## src/rtl/hsiod_pkg.sv

```systemverilog
// Package for the host slot I/O decoder: port ranges, slot map, mode, bus and select types.
// Assumes an 8-bit host bus with separate I/O and memory strobes, sampled on the slot clock.
package hsiod_pkg;
  localparam logic [7:0]  VIDEO_STD_BASE  = 8'h98;
  localparam logic [7:0]  VIDEO_UPG_BASE  = 8'h88;
  localparam logic [7:0]  VIDEO_PORT_MASK = 8'hfc;
  localparam logic [7:0]  SER_A_BASE     = 8'h00;
  localparam logic [7:0]  SER_B_BASE     = 8'he8;
  localparam logic [7:0]  SER_PORT_MASK  = 8'hfe;
  localparam logic [7:0]  RTC_BASE       = 8'hb4;
  localparam logic [7:0]  RTC_PORT_MASK  = 8'hfe;
  localparam logic [7:0]  MAPPER_BASE    = 8'hfc;
  localparam logic [7:0]  MAPPER_MASK    = 8'hfc;
  localparam logic [7:0]  SUBSLOT_REG    = 8'hff;
  localparam logic [1:0]  RAM_SUBSLOT    = 2'h0;
  localparam logic [1:0]  DOS_SUBSLOT    = 2'h3;
  localparam logic [1:0]  ROM_SUBSLOT    = 2'h1;
  localparam logic [1:0]  EXT_SUBSLOT    = 2'h2;
  localparam int          RAM_KBYTES     = 4096;
  localparam int          RAM_PAGES      = RAM_KBYTES / 16;
  localparam logic [7:0]  MAPPER_PAGE_MAX = 8'(RAM_PAGES - 1);
  localparam logic [1:0]  EXT_SLOTS_UNEXP = 2'h3;
  localparam logic [3:0]  EXT_SLOTS_EXP   = 4'hc;
  localparam logic [2:0]  SYNC_STAGES     = 3'h3;
  localparam logic [7:0]  SSR_RESET       = 8'h00;
  localparam logic [15:0] SSR_ADDR        = 16'hffff;
  localparam logic [7:0]  MAP_RESET [4]   = '{8'h03, 8'h02, 8'h01, 8'h00};

  typedef enum logic [1:0] {MODE_ADDON, MODE_UPGRADE, MODE_STANDALONE} hsiod_mode_t;

  typedef struct packed {
    logic [15:0] addr;
    logic        ioReq;
    logic        memReq;
    logic        rd;
    logic        wr;
    logic        slotSel;
    logic [7:0]  wdata;
  } hsiod_bus_t;

  typedef struct packed {
    logic        video;
    logic        serA;
    logic        serB;
    logic        rtc;
    logic        mapper;
    logic        ram;
    logic        romImg;
    logic        extImg;
    logic        dosRom;
    logic        ssr;
  } hsiod_sel_t;

  typedef struct packed {
    logic [1:0] extSlot;
    logic [1:0] extSub;
    logic       extExpanded;
  } hsiod_ext_t;
endpackage

```

## src/rtl/hsiod_decoder.sv

```systemverilog
// Host slot I/O decoder: chip selects, sub-slot register, mapper, stand-alone slot selects.
// Assumes host strobes are active high after pin sync; mode and enables are static straps.
//
// Contract
// - Add-on mode: video_display_processor answers ports 98h-9Bh.
// - Upgrade mode: it moves to 88h-8Bh and leaves 98h-9Bh.
// - 4096 KB RAM expansion appears in sub-slot 0 of the board slot.
// - Two async_serial_adapter ports, each enabled separately, disabled after reset.
// - Upgrade mode maps replacement main ROM and extension_rom_image at start-up.
// - Upgrade mode also decodes a clock peripheral and a memory mapper.
// - Enhanced disk OS needs RAM and OS ROM sub-slots, only in unexpanded slot.
// - Stand-alone mode drives slot selects for 3 plain or 12 expanded slots; extSub only follows the sub-slot register, not writable in this mode.
`timescale 1ns/1ps
module hsiod_decoder (
  input  wire logic                 clk,
  input  wire logic                 reset_n,
  input  wire hsiod_pkg::hsiod_bus_t busPin,
  input  wire logic [1:0]           modeSel,
  input  wire logic                 serAEnable,
  input  wire logic                 serBEnable,
  input  wire logic                 dosEnable,
  input  wire logic                 hostSlotExpanded,
  input  wire logic                 bootDone,
  output hsiod_pkg::hsiod_sel_t     sel,
  output logic                      busDriveEn,
  output logic [7:0]                rdata,
  output logic [7:0]                mapperPage,
  output hsiod_pkg::hsiod_ext_t     extSel,
  output logic                      extSlotActive
);
  // Three-stage sync; the first stage feeds only the second
  hsiod_pkg::hsiod_bus_t s1_q, s2_q, s3_q, s1_d, s2_d, s3_d;
  hsiod_pkg::hsiod_mode_t mode;
  hsiod_pkg::hsiod_bus_t  b;
  logic [7:0] ssr_q, ssr_d;
  logic [7:0] map_q [4];
  logic [7:0] map_d [4];
  logic       serAEn_q, serAEn_d, serBEn_q, serBEn_d;
  hsiod_pkg::hsiod_sel_t  sel_d;
  logic       drv_d;
  logic [7:0] rdata_d, page_d;
  hsiod_pkg::hsiod_ext_t  ext_d;
  logic       extAct_d;
  logic [7:0] ioAddr;
  logic [1:0] page, sub;
  logic       stable, slotHit;

  always_comb begin
    s1_d = busPin;
    s2_d = s1_q;
    s3_d = s2_q;
  end

  // Act only once stages two and three agree
  always_comb begin
    stable = (s2_q == s3_q);
    b      = s3_q;
    if (!stable) begin
      b.ioReq  = 1'b0;
      b.memReq = 1'b0;
    end
    ioAddr  = b.addr[7:0];
    page    = b.addr[15:14];
    sub     = ssr_q[2*page +: 2];
    slotHit = b.slotSel && b.memReq;
    unique case (modeSel)
      2'h1:    mode = hsiod_pkg::MODE_UPGRADE;
      2'h2:    mode = hsiod_pkg::MODE_STANDALONE;
      default: mode = hsiod_pkg::MODE_ADDON;
    endcase
  end

  always_comb begin
    ssr_d    = ssr_q;
    map_d    = map_q;
    serAEn_d = serAEnable;
    serBEn_d = serBEnable;
    sel_d    = '0;
    ext_d    = extSel;
    extAct_d = 1'b0;
    if (mode == hsiod_pkg::MODE_UPGRADE) begin
      sel_d.video = b.ioReq &&
                    ((ioAddr & hsiod_pkg::VIDEO_PORT_MASK) == hsiod_pkg::VIDEO_UPG_BASE);
    end else if (mode == hsiod_pkg::MODE_ADDON) begin
      sel_d.video = b.ioReq &&
                    ((ioAddr & hsiod_pkg::VIDEO_PORT_MASK) == hsiod_pkg::VIDEO_STD_BASE);
    end
    sel_d.serA = b.ioReq && serAEn_q &&
                 ((ioAddr & hsiod_pkg::SER_PORT_MASK) == hsiod_pkg::SER_A_BASE);
    sel_d.serB = b.ioReq && serBEn_q &&
                 ((ioAddr & hsiod_pkg::SER_PORT_MASK) == hsiod_pkg::SER_B_BASE);
    if (mode == hsiod_pkg::MODE_UPGRADE) begin
      sel_d.rtc    = b.ioReq && ((ioAddr & hsiod_pkg::RTC_PORT_MASK) == hsiod_pkg::RTC_BASE);
      sel_d.mapper = b.ioReq && ((ioAddr & hsiod_pkg::MAPPER_MASK) == hsiod_pkg::MAPPER_BASE);
      if (sel_d.mapper && b.wr) begin
        map_d[ioAddr[1:0]] = (b.wdata > hsiod_pkg::MAPPER_PAGE_MAX) ?
                             hsiod_pkg::MAPPER_PAGE_MAX : b.wdata;
      end
    end
    // Sub-slot register lives at the top of memory of the board slot
    sel_d.ssr = slotHit && (b.addr == hsiod_pkg::SSR_ADDR) &&
                (mode != hsiod_pkg::MODE_STANDALONE);
    if (sel_d.ssr && b.wr) begin
      ssr_d = b.wdata;
    end
    if (slotHit && !sel_d.ssr && mode != hsiod_pkg::MODE_STANDALONE) begin
      sel_d.ram = (sub == hsiod_pkg::RAM_SUBSLOT);
      // Replacement main ROM only until start-up has finished; extension image stays mapped after it
      sel_d.romImg = (mode == hsiod_pkg::MODE_UPGRADE) && !bootDone &&
                     (sub == hsiod_pkg::ROM_SUBSLOT);
      sel_d.extImg = (mode == hsiod_pkg::MODE_UPGRADE) &&
                     (sub == hsiod_pkg::EXT_SUBSLOT);
      // OS ROM sub-slot needs a non-expanded host slot; the RAM sub-slot decodes in either case
      sel_d.dosRom = dosEnable && !hostSlotExpanded &&
                     (sub == hsiod_pkg::DOS_SUBSLOT);
    end
    if (mode == hsiod_pkg::MODE_STANDALONE && b.memReq) begin
      ext_d.extSlot     = (page == 2'h3) ? 2'h2 : page[0] ? 2'h1 : 2'h0;
      ext_d.extSub      = sub;
      ext_d.extExpanded = hostSlotExpanded;
      extAct_d          = 1'b1;
    end
    page_d = map_q[page];
    drv_d  = b.rd && (sel_d.video || sel_d.serA || sel_d.serB || sel_d.rtc ||
                      sel_d.mapper || sel_d.ssr);
    rdata_d = 8'h00;
    if (sel_d.ssr) begin
      rdata_d = ~ssr_q;
    end else if (sel_d.mapper) begin
      rdata_d = map_q[ioAddr[1:0]];
    end
  end

  always_ff @(posedge clk) begin
    if (!reset_n) begin
      s1_q          <= '0;
      s2_q          <= '0;
      s3_q          <= '0;
      ssr_q         <= hsiod_pkg::SSR_RESET;
      map_q         <= hsiod_pkg::MAP_RESET;
      serAEn_q      <= 1'b0;
      serBEn_q      <= 1'b0;
      sel           <= '0;
      busDriveEn    <= 1'b0;
      rdata         <= 8'h00;
      mapperPage    <= 8'h00;
      extSel        <= '0;
      extSlotActive <= 1'b0;
    end else begin
      s1_q          <= s1_d;
      s2_q          <= s2_d;
      s3_q          <= s3_d;
      ssr_q         <= ssr_d;
      map_q         <= map_d;
      serAEn_q      <= serAEn_d;
      serBEn_q      <= serBEn_d;
      sel           <= sel_d;
      busDriveEn    <= drv_d;
      rdata         <= rdata_d;
      mapperPage    <= page_d;
      extSel        <= ext_d;
      extSlotActive <= extAct_d;
    end
  end

  AST_STD_RANGE: assert property (@(posedge clk) disable iff (!reset_n)
    (mode == hsiod_pkg::MODE_ADDON && b.ioReq &&
     (ioAddr & hsiod_pkg::VIDEO_PORT_MASK) == hsiod_pkg::VIDEO_STD_BASE) |=> sel.video)
    else $error("Video port not decoded in add-on mode");
  AST_UPG_NO_STD: assert property (@(posedge clk) disable iff (!reset_n)
    (mode == hsiod_pkg::MODE_UPGRADE &&
     (ioAddr & hsiod_pkg::VIDEO_PORT_MASK) == hsiod_pkg::VIDEO_STD_BASE) |=> !sel.video)
    else $error("Standard video ports answered in upgrade mode");
  AST_UPG_RANGE: assert property (@(posedge clk) disable iff (!reset_n)
    (mode == hsiod_pkg::MODE_UPGRADE && b.ioReq &&
     (ioAddr & hsiod_pkg::VIDEO_PORT_MASK) == hsiod_pkg::VIDEO_UPG_BASE) |=> sel.video)
    else $error("Moved video ports not decoded");
  AST_ADDON_NO_UPG: assert property (@(posedge clk) disable iff (!reset_n)
    (mode == hsiod_pkg::MODE_ADDON &&
     (ioAddr & hsiod_pkg::VIDEO_PORT_MASK) == hsiod_pkg::VIDEO_UPG_BASE) |=> !sel.video)
    else $error("Moved video ports answered in add-on mode");
  AST_RAM_SUB0: assert property (@(posedge clk) disable iff (!reset_n)
    sel.ram |-> $past(sub) == 2'h0)
    else $error("RAM selected outside sub-slot 0");
  AST_SER_OFF: assert property (@(posedge clk) disable iff (!reset_n)
    (!serAEn_q || !$past(serAEnable)) |=> !sel.serA)
    else $error("Disabled serial port selected");
  AST_ROM_UPG: assert property (@(posedge clk) disable iff (!reset_n)
    sel.romImg |-> ($past(mode) == hsiod_pkg::MODE_UPGRADE && !$past(bootDone)))
    else $error("ROM image mapped outside upgrade start-up");
  AST_RTC_UPG: assert property (@(posedge clk) disable iff (!reset_n)
    (sel.rtc || sel.mapper) |-> $past(mode) == hsiod_pkg::MODE_UPGRADE)
    else $error("Clock or mapper decoded outside upgrade mode");
  AST_DOS_SLOT: assert property (@(posedge clk) disable iff (!reset_n)
    sel.dosRom |-> !$past(hostSlotExpanded))
    else $error("OS ROM enabled in expanded slot");
  AST_EXT_SLOT: assert property (@(posedge clk) disable iff (!reset_n)
    extSlotActive |-> extSel.extSlot < hsiod_pkg::EXT_SLOTS_UNEXP)
    else $error("External slot number out of range");
  AST_DRIVE_RD: assert property (@(posedge clk) disable iff (!reset_n)
    busDriveEn |-> $past(b.rd))
    else $error("Bus driven outside a read");
  // A cycle with no strobe must never turn the bus around
  AST_DRIVE_IDLE: assert property (@(posedge clk) disable iff (!reset_n)
    (!b.ioReq && !b.memReq) |=> !busDriveEn)
    else $error("Bus driven with no request");
  AST_DRIVE_MATCH: assert property (@(posedge clk) disable iff (!reset_n)
    (mode == hsiod_pkg::MODE_ADDON && b.ioReq && b.rd &&
     (ioAddr & hsiod_pkg::VIDEO_PORT_MASK) == hsiod_pkg::VIDEO_STD_BASE) |=> busDriveEn)
    else $error("Matching read not driven");
  AST_SER_B_OFF: assert property (@(posedge clk) disable iff (!reset_n)
    !serBEn_q |=> !sel.serB)
    else $error("Disabled second serial port selected");
  // Enables must start off so no serial port fights the host bus
  AST_SER_RESET: assert property (@(posedge clk) disable iff (!reset_n)
    $rose(reset_n) |-> (!serAEn_q && !serBEn_q))
    else $error("Serial port enabled after reset");
  AST_ROM_SUB: assert property (@(posedge clk) disable iff (!reset_n)
    sel.romImg |-> $past(sub) == hsiod_pkg::ROM_SUBSLOT)
    else $error("ROM image outside its sub-slot");
  AST_DOS_EN: assert property (@(posedge clk) disable iff (!reset_n)
    sel.dosRom |-> $past(dosEnable))
    else $error("OS ROM selected while disabled");
  AST_ALONE_NO_SLOT: assert property (@(posedge clk) disable iff (!reset_n)
    mode == hsiod_pkg::MODE_STANDALONE |=> (!sel.ram && !sel.ssr))
    else $error("Board slot decoded in stand-alone mode");
  AST_EXT_ACTIVE: assert property (@(posedge clk) disable iff (!reset_n)
    (mode == hsiod_pkg::MODE_STANDALONE && b.memReq) |=> extSlotActive)
    else $error("External slot not selected");
  AST_EXT_QUIET: assert property (@(posedge clk) disable iff (!reset_n)
    mode != hsiod_pkg::MODE_STANDALONE |=> !extSlotActive)
    else $error("External slot selected outside stand-alone mode");
endmodule

```

## config.mk

```make
export PLATFORM = sky130hd
export DESIGN_NAME = hsiod_decoder
export DESIGN_NICKNAME = d
export VERILOG_FILES = /design/src/rtl/hsiod_pkg.sv /design/src/rtl/hsiod_decoder.sv
export SDC_FILE = /design/constraint.sdc
export NUM_CORES = 1
export LEC_CHECK = 0
export BUFFER_PORTS_ARGS = -buffer_cell sky130_fd_sc_hd__buf_2
export CAP_MARGIN = 20
export CORE_MARGIN = 2
export CORE_UTILIZATION = 62
export DETAILED_ROUTE_END_ITERATION = 8
export PLACE_DENSITY = 0.84
export SYNTH_ARGS = -nofsm -noshare
export SYNTH_HDL_FRONTEND = slang
export SYNTH_SLANG_ARGS = --single-unit
```

## constraint.sdc

```tcl
create_clock -name clk -period 4 [get_ports clk]
set_clock_uncertainty 0.05 [all_clocks]
set_input_delay 1.2 -clock clk [delete_from_list [all_inputs] [get_ports clk]]
set_output_delay 1.2 -clock clk [all_outputs]
set_load 0.02 [all_outputs]
```

# Word-level counts from Yosys, hierarchy flattened
# Index checks and enable logic that the tools add are counted.
# word_totals
reg_bits,162
out_inout_bits,33
wordCells,125
# op_classes
order_cmp,4
n_eq_ne,16
n_shift,1
muxes,20
n_bitwise,3
n_reduce_logical,36
# op_table
op,count
8-bit 2-to-1 mux,8
8-bit binary-select mux with 2-bit select,2
32-bit bitwise mux,1
29-bit equality test,1
1-bit logical AND,23
6-bit equality test (second input constant),3
8-bit demux with 2-bit select,1
16-bit equality test (second input constant),1
7-bit equality test (second input constant),2
2-bit equality test (second input constant),5
8-bit greater-than comparator (second input constant),1
8-bit logical NOT,1
8-bit NOT,1
8-bit by 4-bit indexed part select with 2-bit output,1
2-bit by 1-bit equality test with 1-bit output (second input constant),3
3-bit greater-or-equal comparator (second input constant),2
2-bit 2-to-1 mux,3
2-bit NOT with 3-bit output,2
1-bit logical OR,5
2-bit logical NOT,2
1-bit 2-to-1 mux,4
2-bit case mux with 2 select lines,1
2-bit AND reduction,2
1-bit logical NOT,3
2 further kinds,2

# Depth between registers and ports, before layout
# depth
ltp_word,11
ltp_mapped,7

# Worst setup path after synthesis
# No wires, ideal clock.
# synth_path
path_kind,input -> register
start,in modeSel[1]
end,reg map_q[0] (netlist name)
setup_time_ns,0.072
t_arrival_ns,2.721
required_time_ns,3.878
path_slack_ns,1.158
path_stages,7
n_path_buf,0
path_cell_list,inv_1 > ha_1 > nand3_1 > nor3_1 > nand4_1 > nor4_4 > mux2i_1
# synth_between
elab_chain_len,4
word_cells_on_any_way,5
# synth_rtl
element,line_no,source
start: declaration,hsiod_decoder.sv:18,"input wire logic [1:0] modeSel,"
2-bit equality test or 2-bit by 1-bit equality test with 1-bit output (tied branches),hsiod_decoder.sv:66,unique case (modeSel)
2-bit case mux with 2 select lines (*),hsiod_decoder.sv:66,
2-bit by 1-bit equality test with 1-bit output (*),hsiod_decoder.sv:92,if (mode == hsiod_pkg::MODE_UPGRADE) begin
2-bit AND reduction (no line) (*),n/a,
end signal: assignment,hsiod_decoder.sv:140,map_q <= hsiod_pkg::MAP_RESET;
end signal: assignment,hsiod_decoder.sv:154,map_q <= map_d;
end: declaration,hsiod_decoder.sv:36,logic [7:0] map_q [4];
# Every way passes the cells marked *; elsewhere a longest branch is shown, timed or not.
# A chain may end at the register's enable or synchronous reset.

# Worst setup path in the final report
# layout_path
start,in modeSel[1]
end,reg map_q[20] (netlist name)
# The elaborated chain is that of the path after synthesis.

==> results by group <==
Status
  • Status: finished clean

CTS
  • Clk buf depth: 2
  • H-Tree Depth: 4
  • # clock sinks: 162
  • Clock slew at reported path FFs: 0.07 ns
  • CTS Buf Count: 17
  • Clk_lat worst skew: 0.53 ns
  • Root Buffer Master: clkbuf_8
  • # hold bufs at CTS: 0
  • CTS tree: yes
  • # resized after CTS: 0
  • # Post-CTS Setup Buffers: 0

Drt
  • DR vias/cell: 5.36
  • Iter 0 DRT Violations: 249
  • DR pass1 iterations: 5
  • Final WL: 12,200 µm
  • Wire per inst: 16.1 µm
  • Vias after detailed routing: 4,072
  • Residual DRC: 0
  • Routed Antenna Nets: 0

STA
  • Slew headroom: 0.433
  • Final Hold Viols: 0
  • Post-route clock period utilization: 0.751
  • RSZ-0062 raised after global routing: no
  • Setup TNS: 0 ns
  • FMAX: 333 MHz
  • Final setup violation count: 0
  • Worst-Margin Slew: 0.849 ns
  • Slew Viols, Final: 0
  • Crit path time final: 3.01 ns

Setup path
  • Crit path DAT: 3.41 ns
  • Startpoint Class: input port
  • Reg2Reg Depth: 5
  • Worst Path Max Fanout: 8
  • Crit. End Element: flip-flop
  • Crit path kind: input port to flip-flop
  • Req. time, crit path: 4.40 ns

Logic synthesis
  • Synthesized area per cell: 11.1 µm²
  • Syn nets: 587
  • Synth Flop Type: dfxtp_1
  • Post-synth EDFFs: 0
  • Synthesized flop and latch total: 162
  • Unique masters post-synth: 36
  • Warnings from Yosys: 0
  • Post-synthesis cell area: 0.00608 mm²
  • Cells after Synth: 547
  • Sequential-to-total area share from yosys stat: 0.533
  • Asr flop ratio synth: 0

Cells and area
  • Commonest non-fill, non-tap cell in the layout: dfxtp_1
  • Share of layout cells above drive strength 1: 0.240
  • Area growth syn-to-layout: 17.3%
  • Most frequent cells in the layout: 162 x dfxtp_1, 97 x and2_1, 69 x nand2_1, 69 x buf_2, 46 x mux2i_1
  • Final Util: 0.740
  • FILL cells: 651
  • Final nets: 653
  • Antenna cells: 0

Place
  • HPWL after DPL: 7900 µm
  • Placer Congestion: 0.808
  • Port bufs: 70

Power
  • Pint: 2.63 mW
  • Power Dens Cells: 484 mW/mm²
  • Switching share of power: 0.237
  • Sequential share of power: 0.485
  • Clock power share: 0.474
  • Combinational power share: 0.041
  • Max VDD drop: 0.382 mV
  • Psw: 820 µW
  • Static Leakage: 2.85 nW

Floorplan
  • Core box area: 0.00964 mm²
  • Number of top-level pins: 71
  • Die Area: 0.0106 mm²
  • Std-Cell Rows: 36
  • Initial core utilization: 0.631
  • Die span in y: 103 µm
  • Chip Width: 103 µm

Global routing
  • Vias in the first global route: 4,006
  • Total GRT Usage: 0.247
  • Largest net degree at the start of global routing: 83
  • Initial antenna violation count: 0
  • GRT overflow: 0
  • First-pass GRT wire length: 19,800 µm

Min path
  • Worst hold stages: 1
  • Hold Crit Class: flip-flop to flip-flop

Run
  • Max-cap viol count: 0
[area by class of cell]
| class | instances | area [µm²] | share of cell area |
|---|---|---|---|
| Clock buffer | 17 | 414 | 0.0580 |
| Clock inverter | 15 | 190 | 0.0267 |
| Inverter | 6 | 22.5 | 0.00316 |
| Multi-Input combinational cell | 350 | 2700 | 0.378 |
| Sequential cell | 162 | 3240 | 0.455 |
| Tap cell | 133 | 166 | 0.0233 |
| Timing Repair Buffer | 76 | 398 | 0.0558 |
[per-stage QoR]
stage | instance area (µm²) | hold slack (ns) | setup slack (ns) | power (mW) | instances
after CTS | 7130 | 0.385 | 1.03 | 3.46 | 759
final | 7130 | 0.385 | 0.994 | 3.45 | 759
after global routing | 7130 | 0.396 | 0.804 | 3.56 | 759
after detailed placement | 6530 | 0.368 | 0.668 | 1.85 | 727
after floorplan | 6080 | 0.362 | 1.16 | 1.81 | 547
after global placement | 6530 | 0.364 | 0.773 | 1.84 | 727
[registers in the layout, summed over array words and instances, names as in the netlist, 2 cells and up]
| name | cells |
|---|---|
| ssr_q | 8 |
| mapperPage | 8 |
| s3_q | 2 |
| sel | 10 |
| b | 27 |
| s1_q | 29 |
| s2_q | 29 |
| rdata | 8 |
| map_q | 32 |
| extSel | 5 |
[power by group through the flow]
stage               Combinational, mW  Clock, mW  Sequential, mW
floorplan                       0.106          0            1.70
global placement                0.137          0            1.71
detailed placement              0.141          0            1.71
CTS                             0.143       1.65            1.67
global route                    0.156       1.73            1.68
finish                          0.142       1.64            1.67
[routing by layer]
layer	share of wire	track usage	routed length (µm)
met5	0	0	0
met4	0.030	0.104	362
met3	0.060	0.0746	736
met2	0.49	0.405	6010
met1	0.42	0.304	5120
[Yosys cell counts (2+ instances only)]
| cell type | n | share of area |
|---|---|---|
| nor4_2 | 6 | 0.012 |
| xnor2_1 | 3 | 0.0043 |
| inv_1 | 6 | 0.0037 |
| nand4_1 | 6 | 0.0062 |
| nor4_1 | 10 | 0.010 |
| nor2_1 | 21 | 0.013 |
| and2_1 | 97 | 0.10 |
| mux2_2 | 7 | 0.013 |
| a21oi_1 | 2 | 0.0016 |
| or4_1 | 2 | 0.0025 |
| buf_2 | 2 | 0.0016 |
| nand2_1 | 69 | 0.043 |
| mux2i_1 | 46 | 0.076 |
| clkbuf_1 | 24 | 0.015 |
| nor4_4 | 5 | 0.017 |
| nand3_1 | 8 | 0.0066 |
| dfxtp_1 | 162 | 0.53 |
| xor2_1 | 26 | 0.037 |
| ha_1 | 2 | 0.0041 |
| buf_1 | 2 | 0.0012 |
| nor3_1 | 5 | 0.0041 |
| nand4b_1 | 2 | 0.0029 |
| mux4_2 | 18 | 0.067 |
| nand4_4 | 2 | 0.0070 |
| nand3b_1 | 3 | 0.0037 |
[logic make-up (layout without fill, tap and decap cells)]
family                   count (synthesis)  in the layout  share of synthesized area
AND/OR/NAND/NOR                        243            243                      0.237
XOR/XNOR                                29             29                     0.0417
AO/OA/AOI/OAI                            5              5                    0.00535
adder cells (fa/ha/maj)                  2              2                    0.00411
flip-flops                             162            162                      0.533
multiplexers                            71             71                      0.155
buffers and inverters                   35            114                     0.0232
[final timing paths]
kind	from	end	slack [ns]
min	s1_q[19]	s2_q[19]	0.39
max reg2reg	b[13]	map_q[25]	1.06
min reg2reg	s1_q[19]	s2_q[19]	0.39
max	modeSel[1]	map_q[20]	0.99
[worst max-delay path, stage by stage]
cell	delay [ns]
buf_2	0.11
inv_1	0.05
ha_1	0.28
nand3_1	0.18
nor3_1	0.44
nand4b_1	0.25
nor4_4	0.61
mux2i_1	0.28
Note: power is estimated with default switching activity, not from simulation.
